### src/hdl/qra_pkg.sv
// package of constants and types for the quadrature rotor angle block
`default_nettype none
package qra_pkg;
  // apb register byte offsets
  localparam logic [7:0] ADDR_CAPCTL = 8'h00;
  localparam logic [7:0] ADDR_TIMCON = 8'h04;
  localparam logic [7:0] ADDR_CONFIG = 8'h08;
  localparam logic [7:0] ADDR_COUNT  = 8'h0c;
  localparam logic [7:0] ADDR_IDXCNT = 8'h10;
  localparam logic [7:0] ADDR_THETA  = 8'h14;
  localparam logic [7:0] ADDR_FLAGS  = 8'h18;
  // field positions
  localparam int CAP_EN_LO   = 13;
  localparam int CAP_EN_HI   = 14;
  localparam int DIR_BIT     = 14;
  localparam int CFG_PP_LSB  = 0;
  localparam int CFG_PP_W    = 8;
  localparam int FLG_DIR_LSB = 4;
  // values
  localparam logic [3:0]  FLAG_SET      = 4'hf;
  localparam logic [3:0]  FLAG_CLR      = 4'h0;
  localparam logic [15:0] ANGLE_MASK    = 16'h7fff;
  localparam int          Q26_SHIFT     = 26;
  localparam int          Q15_SHIFT     = 15;
  localparam logic [7:0]  POLE_PAIRS_RST = 8'h01;
  localparam int          COUNTS_PER_REV = 4000;
  localparam int          MECH_SCALE_Q26 = 16777;
  localparam logic [31:0] DATA_ZERO     = 32'h0000_0000;
  typedef enum logic [1:0] {QRA_IDLE, QRA_CALC, QRA_DONE} qra_calc_e;
endpackage : qra_pkg
`default_nettype wire

### src/hdl/qra_edge_if.sv
// interface carrying decoded counter events between the decoder and the top
`timescale 1ns/1ps
`default_nettype none
interface qra_edge_if;
  logic count_pulse;
  logic count_up;
  logic index_rise;
  modport source (output count_pulse, output count_up, output index_rise);
  modport sink   (input count_pulse, input count_up, input index_rise);
endinterface : qra_edge_if
`default_nettype wire

### src/hdl/qra_decoder.sv
// quadrature and index edge decoder
`timescale 1ns/1ps
`default_nettype none
module qra_decoder (
  input  wire logic  clock,
  input  wire logic  nrst,
  input  wire logic  ce,
  input  wire logic  enable,
  input  wire logic  quad_pin_first,
  input  wire logic  quad_pin_second,
  input  wire logic  index_pin,
  qra_edge_if.source ev
);
  logic a_reg, b_reg, i_reg;
  logic pulse_reg, up_reg, irise_reg;
  logic pulse_next, up_next, irise_next;

  always_comb begin
    pulse_next = 1'b0;
    up_next    = up_reg;
    irise_next = index_pin & ~i_reg;
    // while enabled, any edge of either input gives one count
    if (enable && ((quad_pin_first ^ a_reg) || (quad_pin_second ^ b_reg))) begin
      pulse_next = 1'b1;
      // first leads second: up; else down
      up_next = ((quad_pin_first ^ a_reg) ? (quad_pin_first ^ b_reg) : ~(quad_pin_second ^ a_reg));
    end
  end

  always_ff @(posedge clock or negedge nrst) begin
    if (!nrst) begin
      a_reg     <= 1'b0;
      b_reg     <= 1'b0;
      i_reg     <= 1'b0;
      pulse_reg <= 1'b0;
      up_reg    <= 1'b1;
      irise_reg <= 1'b0;
    end else if (ce) begin
      a_reg     <= quad_pin_first;
      b_reg     <= quad_pin_second;
      i_reg     <= index_pin;
      pulse_reg <= pulse_next;
      up_reg    <= up_next;
      irise_reg <= irise_next;
    end
  end

  assign ev.count_pulse = pulse_reg;
  assign ev.count_up    = up_reg;
  assign ev.index_rise  = irise_reg;
endmodule : qra_decoder
`default_nettype wire

### src/hdl/qra_top.sv
// quadrature rotor angle block with apb registers
//
// The register addresses and the APB slave port are this design's own decisions.
`timescale 1ns/1ps
`default_nettype none
//
// Operation
// a count pulse is made on every rising and falling edge of both quadrature inputs.
// each count pulse advances the position counter once; a pulse in the same cycle as an index event is dropped.
// the decoded direction sets whether the counter counts up or down.
// decoding happens only while capture control bits 13 and 14 are set; index edges are decoded whatever these bits hold.
// the counting direction reads as bit 14 of the timer control register.
// each rising edge of the index input makes an index event.
// an index event clears the counter and sets the sync flag to f.
// the counter value is saved into count-at-index before it is cleared.
// the counter is sampled into a raw angle count.
// counts per revolution is a parameter with default 4000.
// mechanical angle is raw count times a q26 scale, default 16777.
// electrical angle is pole pairs times mechanical angle.
// both angles are q15 values from 0 to 7fff.
// direction is reported as 0 or f.
// the encoder drives a, b and index onto the first, second and index inputs.
// the count is referenced to the encoder zero after the first index.
// counter, sync flag and saved count are zero after reset.
module qra_top #(
  parameter int          COUNTS_PER_REV = qra_pkg::COUNTS_PER_REV,
  parameter logic [15:0] MECH_SCALE     = 16'(qra_pkg::MECH_SCALE_Q26),
  parameter int          CNT_W          = 16
) (
  input  wire logic        clock,
  input  wire logic        nrst,
  input  wire logic        ce,
  input  wire logic        quad_pin_first,
  input  wire logic        quad_pin_second,
  input  wire logic        index_pin,
  input  wire logic        psel,
  input  wire logic        penable,
  input  wire logic        pwrite,
  input  wire logic [7:0]  paddr,
  input  wire logic [31:0] pwdata,
  output logic      [31:0] prdata,
  output logic             pready,
  output logic             pslverr,
  output logic      [15:0] theta_mech,
  output logic      [15:0] theta_elec,
  output logic      [3:0]  dir_flag,
  output logic      [3:0]  index_sync_flag,
  output logic      [CNT_W-1:0] count_at_index
);
  qra_edge_if ev ();

  logic [15:0]      capctl_reg, capctl_next;
  logic [7:0]       pp_reg, pp_next;
  logic [CNT_W-1:0] position_counter, position_counter_next;
  logic [CNT_W-1:0] idx_reg, idx_next;
  logic [3:0]       sync_reg, sync_next;
  logic [CNT_W-1:0] raw_reg, raw_next;
  logic [15:0]      mech_reg, mech_next;
  logic [15:0]      elec_reg, elec_next;
  logic [3:0]       dir_reg, dir_next;
  logic [31:0]      prdata_next;
  logic             pready_next, pslverr_next;
  logic             dec_en;
  logic [CNT_W+15:0] mech_prod;
  logic [23:0]       elec_prod;

  assign dec_en = capctl_reg[qra_pkg::CAP_EN_LO] & capctl_reg[qra_pkg::CAP_EN_HI];

  // pins wired a to first, b to second, index to index input
  qra_decoder u_dec (
    .clock           (clock),
    .nrst            (nrst),
    .ce              (ce),
    .enable          (dec_en),
    .quad_pin_first  (quad_pin_first),
    .quad_pin_second (quad_pin_second),
    .index_pin       (index_pin),
    .ev              (ev.source)
  );

  // position counter and index handling
  always_comb begin
    position_counter_next = position_counter;
    idx_next  = idx_reg;
    sync_next = sync_reg;
    if (ev.index_rise) begin
      idx_next              = position_counter;
      position_counter_next = '0;
      sync_next             = qra_pkg::FLAG_SET;
    end else if (ev.count_pulse) begin
      if (ev.count_up) begin
        position_counter_next = (position_counter == CNT_W'(COUNTS_PER_REV - 1)) ? '0
                                : position_counter + 1'b1;
      end else begin
        position_counter_next = (position_counter == '0) ? CNT_W'(COUNTS_PER_REV - 1)
                                : position_counter - 1'b1;
      end
    end
  end

  // angle scaling pipeline
  assign mech_prod = raw_reg * MECH_SCALE;
  assign elec_prod = mech_reg * pp_reg;
  always_comb begin
    raw_next  = position_counter;
    mech_next = 16'(mech_prod >> (qra_pkg::Q26_SHIFT - qra_pkg::Q15_SHIFT)) & qra_pkg::ANGLE_MASK;
    elec_next = elec_prod[15:0] & qra_pkg::ANGLE_MASK;
    dir_next  = ev.count_up ? qra_pkg::FLAG_SET : qra_pkg::FLAG_CLR;
  end

  // apb slave, single-cycle access phase
  always_comb begin
    capctl_next  = capctl_reg;
    pp_next      = pp_reg;
    prdata_next  = prdata;
    pready_next  = 1'b0;
    pslverr_next = 1'b0;
    if (psel && !penable) begin
      pready_next = 1'b1;
      prdata_next = qra_pkg::DATA_ZERO;
      unique case (paddr)
        qra_pkg::ADDR_CAPCTL: prdata_next[15:0] = capctl_reg;
        qra_pkg::ADDR_TIMCON: prdata_next[qra_pkg::DIR_BIT] = ev.count_up;
        qra_pkg::ADDR_CONFIG: prdata_next[qra_pkg::CFG_PP_LSB +: qra_pkg::CFG_PP_W] = pp_reg;
        qra_pkg::ADDR_COUNT:  prdata_next[CNT_W-1:0] = position_counter;
        qra_pkg::ADDR_IDXCNT: prdata_next[CNT_W-1:0] = idx_reg;
        qra_pkg::ADDR_THETA:  prdata_next = {elec_reg, mech_reg};
        qra_pkg::ADDR_FLAGS:  prdata_next[7:0] = {dir_reg, sync_reg};
        default:              pslverr_next = 1'b1;
      endcase
    end
    if (psel && penable && pready && pwrite && !pslverr) begin
      unique case (paddr)
        qra_pkg::ADDR_CAPCTL: capctl_next = pwdata[15:0];
        qra_pkg::ADDR_CONFIG: pp_next = pwdata[qra_pkg::CFG_PP_LSB +: qra_pkg::CFG_PP_W];
        default: ;
      endcase
    end
  end

  always_ff @(posedge clock or negedge nrst) begin
    if (!nrst) begin
      capctl_reg       <= '0;
      pp_reg           <= qra_pkg::POLE_PAIRS_RST;
      position_counter <= '0;
      idx_reg          <= '0;
      sync_reg         <= qra_pkg::FLAG_CLR;
      raw_reg          <= '0;
      mech_reg         <= '0;
      elec_reg         <= '0;
      dir_reg          <= qra_pkg::FLAG_CLR;
      prdata           <= '0;
      pready           <= 1'b0;
      pslverr          <= 1'b0;
    end else if (ce) begin
      capctl_reg       <= capctl_next;
      pp_reg           <= pp_next;
      position_counter <= position_counter_next;
      idx_reg          <= idx_next;
      sync_reg         <= sync_next;
      raw_reg          <= raw_next;
      mech_reg         <= mech_next;
      elec_reg         <= elec_next;
      dir_reg          <= dir_next;
      prdata           <= prdata_next;
      pready           <= pready_next;
      pslverr          <= pslverr_next;
    end
  end

  assign theta_mech      = mech_reg;
  assign theta_elec      = elec_reg;
  assign dir_flag        = dir_reg;
  assign index_sync_flag = sync_reg;
  assign count_at_index  = idx_reg;
endmodule : qra_top
`default_nettype wire

### config.mk
export PLATFORM = sky130hd
export DESIGN_NAME = qra_top
export DESIGN_NICKNAME = d
export VERILOG_FILES = /design/src/hdl/qra_pkg.sv /design/src/hdl/qra_edge_if.sv /design/src/hdl/qra_decoder.sv /design/src/hdl/qra_top.sv
export SDC_FILE = /design/constraint.sdc
export NUM_CORES = 1
export LEC_CHECK = 0
export BUFFER_PORTS_ARGS = -buffer_cell sky130_fd_sc_hd__buf_2
export CAP_MARGIN = 20
export CORE_MARGIN = 2
export CORE_UTILIZATION = 35
export CTS_CLUSTER_DIAMETER = 150
export CTS_CLUSTER_SIZE = 40
export DETAILED_ROUTE_END_ITERATION = 10
export PLACE_DENSITY_LB_ADDON = 0.05
export RECOVER_POWER = 50
export SLEW_MARGIN = 20
export SYNTH_ARGS = -nofsm -noshare
export SYNTH_HDL_FRONTEND = slang
export SYNTH_SLANG_ARGS = --single-unit
export TNS_END_PERCENT = 20
### constraint.sdc
create_clock -name clock -period 8.29 [get_ports clock]
set_clock_uncertainty 0.05 [all_clocks]
set_input_delay 1.2435 -clock clock [delete_from_list [all_inputs] [get_ports clock]]
set_output_delay 1.2435 -clock clock [all_outputs]
set_load 0.05 [all_outputs]
==> run summary, run 1 <==
=========================================================================================
Post-route cell area .......................................................  13,500 um^2
H-tree depth reported by CTS ...............................................            4
Tmin final .................................................................      5.38 ns
Proportion of register bits with asynchronous set or reset after synthesis .         100%
Buffer levels on the longest clock path ....................................            2
Final sum of negative setup slack ..........................................         0 ns
Max-slew violation count ...................................................          190
Crit path kind .............................................................     in2async
Post-DP HPWL ...............................................................    25,000 um
Critical path buffer and inverter count ....................................            1
Post-Syn Area per Cell .....................................................    9.91 um^2
Final-report setup violation count .........................................            0
Post-detailed-route wirelength per cell ....................................      18.8 um
Insertion delay to the later sink of the worst-skew pair ...................      0.44 ns
Initial DRT Pass Iterations ................................................            4
Max reg flops ..............................................................           31
Placement row count ........................................................           68
Synth Register Bits ........................................................          143
Maximum fanout along the worst path ........................................           86
CP top delay family ........................................................ buffers and inverters
Number of nets at the end of the flow ......................................        1,560
Count of flip-flops with a built-in enable after synthesis .................            0
Number of primary I/O pins .................................................          139
Startpoint type of the worst setup path ....................................   input port
Number of global-route vias before repair ..................................        9,058
Top register by number of flip-flops .......................................       prdata
Residual antenna-violating net count after detailed routing ................            0
Status ..................................................................... finished, violations left
Cell area after placement ..................................................  12,900 um^2
Sink count of the clock tree ...............................................          143
Die boundary width .........................................................       190 um
Die ar. ....................................................................  36,000 um^2
Core Region ................................................................  34,300 um^2
Violations in the final reports ............................................ capacitance limit, slew limit
# hold bufs at CTS .........................................................            0
Proportion of layout cells with a drive suffix above 1 .....................        13.6%
Crit path capture type .....................................................    async pin
Clock-pin transition on the worst setup and hold timing paths ..............      0.06 ns
Cell Area, Synth ...........................................................  12,100 um^2
Via count of the routed design .............................................        8,891
Clock buffer count from CTS ................................................           17
GRT Resource Usage Total ...................................................        19.3%
Final clock period utilization by the worst path ...........................        64.9%
Arrival time worst endpoint ................................................      4.70 ns
Endpoint required time on the critical path ................................      7.62 ns
Pin count of the biggest net entering global routing .......................           87
Most common flop cell mapped by yosys ...................................... sky130_fd_sc_hd__dfrtp_1
Global-route wire length before repair .....................................    52,700 um
Hold Path Class ............................................................      reg2reg
Worst Hold Margin ..........................................................     0.413 ns
Areal power density over the cells .........................................  122 nW/um^2
Area growth from synthesis to layout .......................................        11.9%
Postcts setup bufs .........................................................            0
Standard cell with the maximum stage delay on the critical path ............ sky130_fd_sc_hd__clkbuf_1
Total wire length after detailed routing ...................................    33,200 um
Post-CTS resize count ......................................................            0
Clock tree from TritonCTS ..................................................         done
Number of antenna violations at the first check in global routing ..........            2
Slew @ Worst Pin ...........................................................      4.90 ns
Pleak ......................................................................   0.00691 uW
Worst relative slew slack ..................................................        -226%
YS warnings ................................................................            0
Clock tree root driver cell ................................................ sky130_fd_sc_hd__clkbuf_16
Drt drc ....................................................................            0
IO buf count ...............................................................          119
Global placer's final weighted congestion ..................................        0.788
Starting density of the core ...............................................        35.2%
Final Hold Vio Count .......................................................            0
Cell count after synthesis .................................................        1,219
Distinct cell type count after synthesis ...................................           70
DRT iter0 DRCs .............................................................          339
VDD IR max .................................................................   0.000141 V
Largest stage delay, worst path ............................................      3.37 ns
CP Cell Sequence ...........................................................     clkbuf_1
Per-cell via count in the routed design ....................................         5.04
Maximum clock rate .........................................................      186 MHz
RSZ-0062 raised after global routing .......................................        false
Sequential element share of the synthesized area ...........................        29.7%
Total overflow reported by the global router ...............................            0
Number of violations of the max-capacitance limit ..........................            3
Die Y-Extent ...............................................................       190 um
=========================================================================================
==> cell usage in the layout (no fill, tap or decap), types with 4 or more instances in the layout <==
cell type,instances
sky130_fd_sc_hd__o21a_1,8
sky130_fd_sc_hd__mux2i_1,17
sky130_fd_sc_hd__fa_1,83
sky130_fd_sc_hd__nor2_1,44
sky130_fd_sc_hd__xor2_1,13
sky130_fd_sc_hd__dfrtp_1,141
sky130_fd_sc_hd__nor3_1,13
sky130_fd_sc_hd__or3_1,5
sky130_fd_sc_hd__nor4_1,6
sky130_fd_sc_hd__o21ai_0,67
sky130_fd_sc_hd__inv_1,127
sky130_fd_sc_hd__bufinv_16,4
sky130_fd_sc_hd__a22o_1,12
sky130_fd_sc_hd__mux2_2,69
sky130_fd_sc_hd__clkbuf_1,66
sky130_fd_sc_hd__clkbuf_16,17
sky130_fd_sc_hd__a221oi_1,6
sky130_fd_sc_hd__xnor2_1,28
sky130_fd_sc_hd__a211oi_1,7
sky130_fd_sc_hd__a21oi_1,43
sky130_fd_sc_hd__o31ai_1,6
sky130_fd_sc_hd__a31oi_1,10
sky130_fd_sc_hd__o211ai_1,5
sky130_fd_sc_hd__and2_1,54
sky130_fd_sc_hd__nand3_1,14
sky130_fd_sc_hd__buf_4,4
sky130_fd_sc_hd__nor2b_1,9
sky130_fd_sc_hd__a221o_1,8
sky130_fd_sc_hd__nand2_1,124
sky130_fd_sc_hd__ha_1,135
sky130_fd_sc_hd__nand4_1,13
sky130_fd_sc_hd__and3_1,6
sky130_fd_sc_hd__a21o_1,12
sky130_fd_sc_hd__o21bai_1,4
sky130_fd_sc_hd__buf_2,57
sky130_fd_sc_hd__o22ai_1,6
==> synthesized netlist by cell type (all sizes together) (9+ instances only) <==
cell type  instances  share of area [%]
dfrtp            141                 29
ha               135                 14
inv              127                3.9
nand2            124                3.9
fa                83                 14
o21ai             70                2.9
mux2              69                6.4
and2              54                2.8
nor2              44                1.4
a21oi             43                1.8
clkbuf            43                1.3
buf               31                1.6
xnor2             28                2.0
mux2i             17                1.4
nor3              16               0.89
nand3             14               0.58
nand4             13               0.67
xor2              13               0.94
a21o              12               0.75
a22o              12               0.87
a31oi             10               0.52
a221oi             9               0.81
nor2b              9               0.47
==> metal layers <==
layer  vias to the layer above  GRT usage, %  part of all wire, %
met5                         -             0                    0
met4                         0          4.77                  1.6
met3                        21          2.80                  2.4
met2                       109          33.0                   49
met1                      4432          25.7                   47
li1                       4329             -                    -
==> logic make-up (layout without fill, tap and decap cells) <==
| group | Yosys count | count (layout) | synth area share [%] |
|---|---|---|---|
| AO/OA/AOI/OAI | 220 | 220 | 12.0 |
| XOR/XNOR | 41 | 41 | 2.97 |
| adder cells (fa/ha/maj) | 218 | 218 | 27.7 |
| buffers and inverters | 201 | 286 | 6.90 |
| flip-flops | 143 | 143 | 29.7 |
| multiplexers | 86 | 86 | 7.84 |
| other | 1 | 5 | 0.0311 |
| AND/OR/NAND/NOR | 309 | 309 | 12.8 |
==> final cells by class <==
type	instances	area [um^2]
Clock inverter	12	183
Timing Repair Buffer	127	574
Multi-Input combinational cell	877	7670
Sequential cell	143	3580
Clock buffer	20	457
Inverter	127	477
Antenna cell	2	5.00
Fill cell	3546	20800
Tap cell	455	569
==> path summary, 6_finish.rpt <==
| kind | start | to | slack, ns | cells past startpoint |
|---|---|---|---|---|
| max | nrst | position_counter[10] | 2.91 | 1 |
| min | u_dec.i_reg | u_dec.ev.index_rise | 0.41 | 1 |
| max reg2reg | theta_mech[0] | theta_elec[14] | 3.47 | 16 |
| min reg2reg | u_dec.i_reg | u_dec.ev.index_rise | 0.41 | 1 |
| max in group clock | theta_mech[0] | theta_elec[14] | 3.47 | 16 |
| min in group asynchronous | nrst | theta_elec[13] | 2.53 | 1 |
==> report_power, final <==
| part | total, uW | switching, uW | leakage (uW) | internal (uW) |
|---|---|---|---|---|
| Clock | 845 | 323 | 0.000303 | 522 |
| Combinational | 83.5 | 61.3 | 0.00464 | 22.2 |
| Sequential | 715 | 11.6 | 0.00197 | 703 |
| Total | 1640 | 396 | 0.00691 | 1250 |
==> through the flow <==
step | total power, uW | setup WS (ns) | instances | util, %
finish | 1640 | 2.91 | 1763 | 39.4
global route | 1710 | 1.80 | 1762 | 39.4
CTS | 1670 | 3.52 | 1760 | 39.6
detailed placement | 813 | 3.54 | 1728 | 37.8
global placement | 813 | 3.57 | 1728 | 37.8
floorplan | 771 | 3.67 | 1221 | -
Note: power is estimated with default switching activity, not from simulation.
==> inputs of run 2 (changes only) <==
--- a/config.mk
+++ b/config.mk
@@ -5,6 +5,7 @@
 export SDC_FILE = /design/constraint.sdc
 export NUM_CORES = 1
 export LEC_CHECK = 0
+export ABC_AREA = 1
 export BUFFER_PORTS_ARGS = -buffer_cell sky130_fd_sc_hd__buf_2
 export CAP_MARGIN = 20
 export CORE_MARGIN = 2
==> constraint.sdc (replaced) <==
create_clock -name clock -period 4.5 [get_ports clock]
set_clock_uncertainty 0.05 [all_clocks]
set_input_delay 0.675 -clock clock [delete_from_list [all_inputs] [get_ports clock]]
set_output_delay 0.675 -clock clock [all_outputs]
set_load 0.05 [all_outputs]
==> run 2 against run 1 <==
Compared with the run above: the flow still finishes with violations (capacitance limit, slew limit); critical path depth rose by 16; sequential cell count did not move; global-route usage rose by 1.5 points; count of clock-buffer cells in the layout rose by 2; non-clock buffer count rose by 32; first-iteration DRC count rose by 40%; sequential share of layout area fell by 1.5 points; routed wire length rose by 15%.
==> run summary, run 2 <==
=========================================================================================
Placement row count ........................................................           69
Drt drc ....................................................................            0
Starting density of the core ...............................................        35.5%
Cell area after placement ..................................................  13,700 um^2
Pleak ......................................................................   0.00834 uW
Hold Path Class ............................................................       in2reg
Clock-pin transition on the worst setup and hold timing paths ..............      0.07 ns
Crit path capture type .....................................................         flop
Post-DP HPWL ...............................................................    29,900 um
Register share of total power ..............................................        43.3%
YS warnings ................................................................            0
Die boundary width .........................................................       194 um
Core Region ................................................................  35,500 um^2
Total overflow reported by the global router ...............................            0
Global placer's final weighted congestion ..................................        0.869
Postcts setup bufs .........................................................            0
H-tree depth reported by CTS ...............................................            4
Clock buffer count from CTS ................................................           17
RSZ-0062 raised after global routing .......................................         true
Post-route cell area .......................................................  14,400 um^2
R2r worst-path depth .......................................................           17
Min-Delay Endpoint ......................................................... capctl_reg[15]
Most common flop cell mapped by yosys ...................................... sky130_fd_sc_hd__dfrtp_1
Buffer levels on the longest clock path ....................................            2
VDD IR max .................................................................   0.000279 V
Max reg flops ..............................................................           31
Tmin final .................................................................      4.33 ns
Sequential element share of the synthesized area ...........................        28.5%
Areal power density over the cells .........................................  212 nW/um^2
Number of violations of the max-capacitance limit ..........................            1
Die Y-Extent ...............................................................       194 um
Number of global-route vias before repair ..................................       10,600
Maximum clock rate .........................................................      231 MHz
Total wire length after detailed routing ...................................    38,100 um
Endpoint of the most critical register-to-register path .................... theta_elec[13]
Per-cell via count in the routed design ....................................         4.82
Worst reg2reg startpoint ...................................................    pp_reg[7]
Count of flip-flops with a built-in enable after synthesis .................            0
Startpoint type of the worst setup path ....................................         flop
Number of nets at the end of the flow ......................................        1,993
Switching part of the total power ..........................................        26.6%
Startpoint of the lowest-slack hold path ...................................   pwdata[15]
Post-detailed-route wirelength per cell ....................................      17.3 um
Endpoint required time on the critical path ................................      4.76 ns
GRT Resource Usage Total ...................................................        20.8%
Final Power ................................................................      3050 uW
Crit path kind .............................................................      reg2reg
Final Hold Vio Count .......................................................            0
DRT iter0 DRCs .............................................................          473
Die ar. ....................................................................  37,500 um^2
Number of primary I/O pins .................................................          139
Violations in the final reports ............................................ capacitance limit, slew limit
WHS Path Cells .............................................................            2
Setup slack, reg-to-reg ....................................................      0.17 ns
Max-slew violation count ...................................................           77
Insertion delay to the later sink of the worst-skew pair ...................      0.44 ns
Clock network fraction of total power ......................................        49.7%
Final clock period utilization by the worst path ...........................        96.2%
Final-report setup violation count .........................................            0
Synth Register Bits ........................................................          143
Arrival time worst endpoint ................................................      4.59 ns
Ranking of synthesized cells by area ....................................... sky130_fd_sc_hd__dfrtp_1 28%, sky130_fd_sc_hd__nand2_1 14%, sky130_fd_sc_hd__ha_1 13%
Most common cell after layout, fill and taps aside ......................... sky130_fd_sc_hd__nand2_1
Pin count of the biggest net entering global routing .......................           77
Proportion of layout cells with a drive suffix above 1 .....................        14.8%
Most used standard cell by instance count after synthesis .................. sky130_fd_sc_hd__nand2_1
Power spent charging and discharging nets ..................................       811 uW
Cell-internal power ........................................................      2230 uW
CP Launch Point ............................................................    pp_reg[7]
Maximum fanout along the worst path ........................................            8
Area growth from synthesis to layout .......................................        14.4%
Top cell type's share of synthesized area ..................................        28.0%
Post-Syn Area per Cell .....................................................    7.80 um^2
Cell count after synthesis .................................................        1,613
Residual antenna-violating net count after detailed routing ................            0
IO buf count ...............................................................          119
Global-route wire length before repair .....................................    60,400 um
Slew @ Worst Pin ...........................................................      2.06 ns
Commonest cells in the synthesized netlist ................................. 473 x sky130_fd_sc_hd__nand2_1, 247 x sky130_fd_sc_hd__inv_1, 141 x sky130_fd_sc_hd__dfrtp_1
Top register by number of flip-flops .......................................       prdata
Number of antenna violations at the first check in global routing ..........            2
Final sum of negative setup slack ..........................................         0 ns
Cell Area, Synth ...........................................................  12,600 um^2
Via count of the routed design .............................................       10,600
Leading cell types in the layout, fill and taps excluded ................... 473 x sky130_fd_sc_hd__nand2_1, 247 x sky130_fd_sc_hd__inv_1, 133 x sky130_fd_sc_hd__ha_1
Sink count of the clock tree ...............................................          143
Distinct cell type count after synthesis ...................................           51
Initial DRT Pass Iterations ................................................            7
Proportion of register bits with asynchronous set or reset after synthesis .         100%
Clock tree root driver cell ................................................ sky130_fd_sc_hd__clkbuf_16
Status ..................................................................... finished, violations left
Cell taking the most area after synthesis .................................. sky130_fd_sc_hd__dfrtp_1
Clock tree from TritonCTS ..................................................         done
Power share of the combinational group .....................................         7.0%
Worst relative slew slack ..................................................       -37.4%
=========================================================================================
==> run 2: how the worst max path moves through the flow <==
stage / to / cells after the start
after CTS: theta_elec[13] / 18
after global placement: theta_elec[13] / 16
after global routing: theta_elec[13] / 17
final: theta_elec[13] / 17
after floorplan: theta_elec[14] / 18
after detailed placement: theta_elec[13] / 16
==> run 2: layout make-up <==
class                           instances  area [um^2]
Tap cell                              461          577
Sequential cell                       143         3600
Inverter                              263          990
Timing Repair Buffer                  159          908
Clock inverter                         10          125
Clock buffer                           22          484
Antenna cell                            1         2.50
Fill cell                            3731        21100
Multi-Input combinational cell       1142         7710
==> run 2: repair_timing <==
action                     4_1_cts  5_1_grt
resized for setup                1       20
cloned                           0        0
setup endpoints to repair        1       13
hold buffers                     0        0
==> run 2: metal layers <==
layer,vias up,share of wire (%),track usage (%)
li1,5308,-,-
met1,5129,46,27.4
met2,153,50,36.2
met3,17,3.0,3.21
met4,2,0.96,3.85
met5,-,0.034,0
==> run 2: worst max-delay path, cell delays in order, from the launching register on <==
cell                      delay [ns]
sky130_fd_sc_hd__dfrtp_2        0.49
sky130_fd_sc_hd__nand2_1        0.10
sky130_fd_sc_hd__inv_1          0.05
sky130_fd_sc_hd__fa_1           0.53
sky130_fd_sc_hd__inv_1          0.06
sky130_fd_sc_hd__fa_1           0.53
sky130_fd_sc_hd__inv_1          0.06
sky130_fd_sc_hd__fa_1           0.53
sky130_fd_sc_hd__inv_1          0.05
sky130_fd_sc_hd__fa_1           0.53
sky130_fd_sc_hd__inv_1          0.04
sky130_fd_sc_hd__ha_1           0.32
sky130_fd_sc_hd__inv_1          0.17
sky130_fd_sc_hd__o21ai_0        0.13
sky130_fd_sc_hd__a31oi_1        0.21
sky130_fd_sc_hd__nand4_1        0.11
sky130_fd_sc_hd__nand3_1        0.15
sky130_fd_sc_hd__o21ai_0        0.10
==> run 2: power by group through the flow <==
| stage | combinational (uW) | sequential (uW) | clock [uW] |
|---|---|---|---|
| 2_1_floorplan | 96.2 | 1370 | 0 |
| 3_3_place_gp | 217 | 1340 | 0 |
| 3_5_place_dp | 217 | 1340 | 0 |
| 4_1_cts | 218 | 1320 | 1550 |
| 5_1_grt | 236 | 1320 | 1600 |
| 6_report | 212 | 1320 | 1510 |
==> run 2: per-stage QoR <==
step                      setup WS (ns)  utilization, %  hold slack, ns  std cells
after global routing           -0.00823            40.6           0.372       2200
after global placement           0.0254            38.7           0.407       2168
after CTS                        0.0483            40.5           0.248       2200
final                             0.169            40.6           0.390       2201
after floorplan                   0.110               -           0.329       1615
after detailed placement        -0.0331            38.7           0.405       2168
==> run 2: cell families (layout without fill, tap and decap cells) <==
group / Yosys count / count (layout) / synth area share [%]
AND/OR/NAND/NOR: 682 / 682 / 23.0
buffers and inverters: 330 / 454 / 10.6
adder cells (fa/ha/maj): 218 / 218 / 26.6
AO/OA/AOI/OAI: 201 / 201 / 8.48
flip-flops: 143 / 143 / 28.5
XOR/XNOR: 31 / 31 / 2.16
multiplexers: 7 / 7 / 0.686
other: 1 / 4 / 0.0298
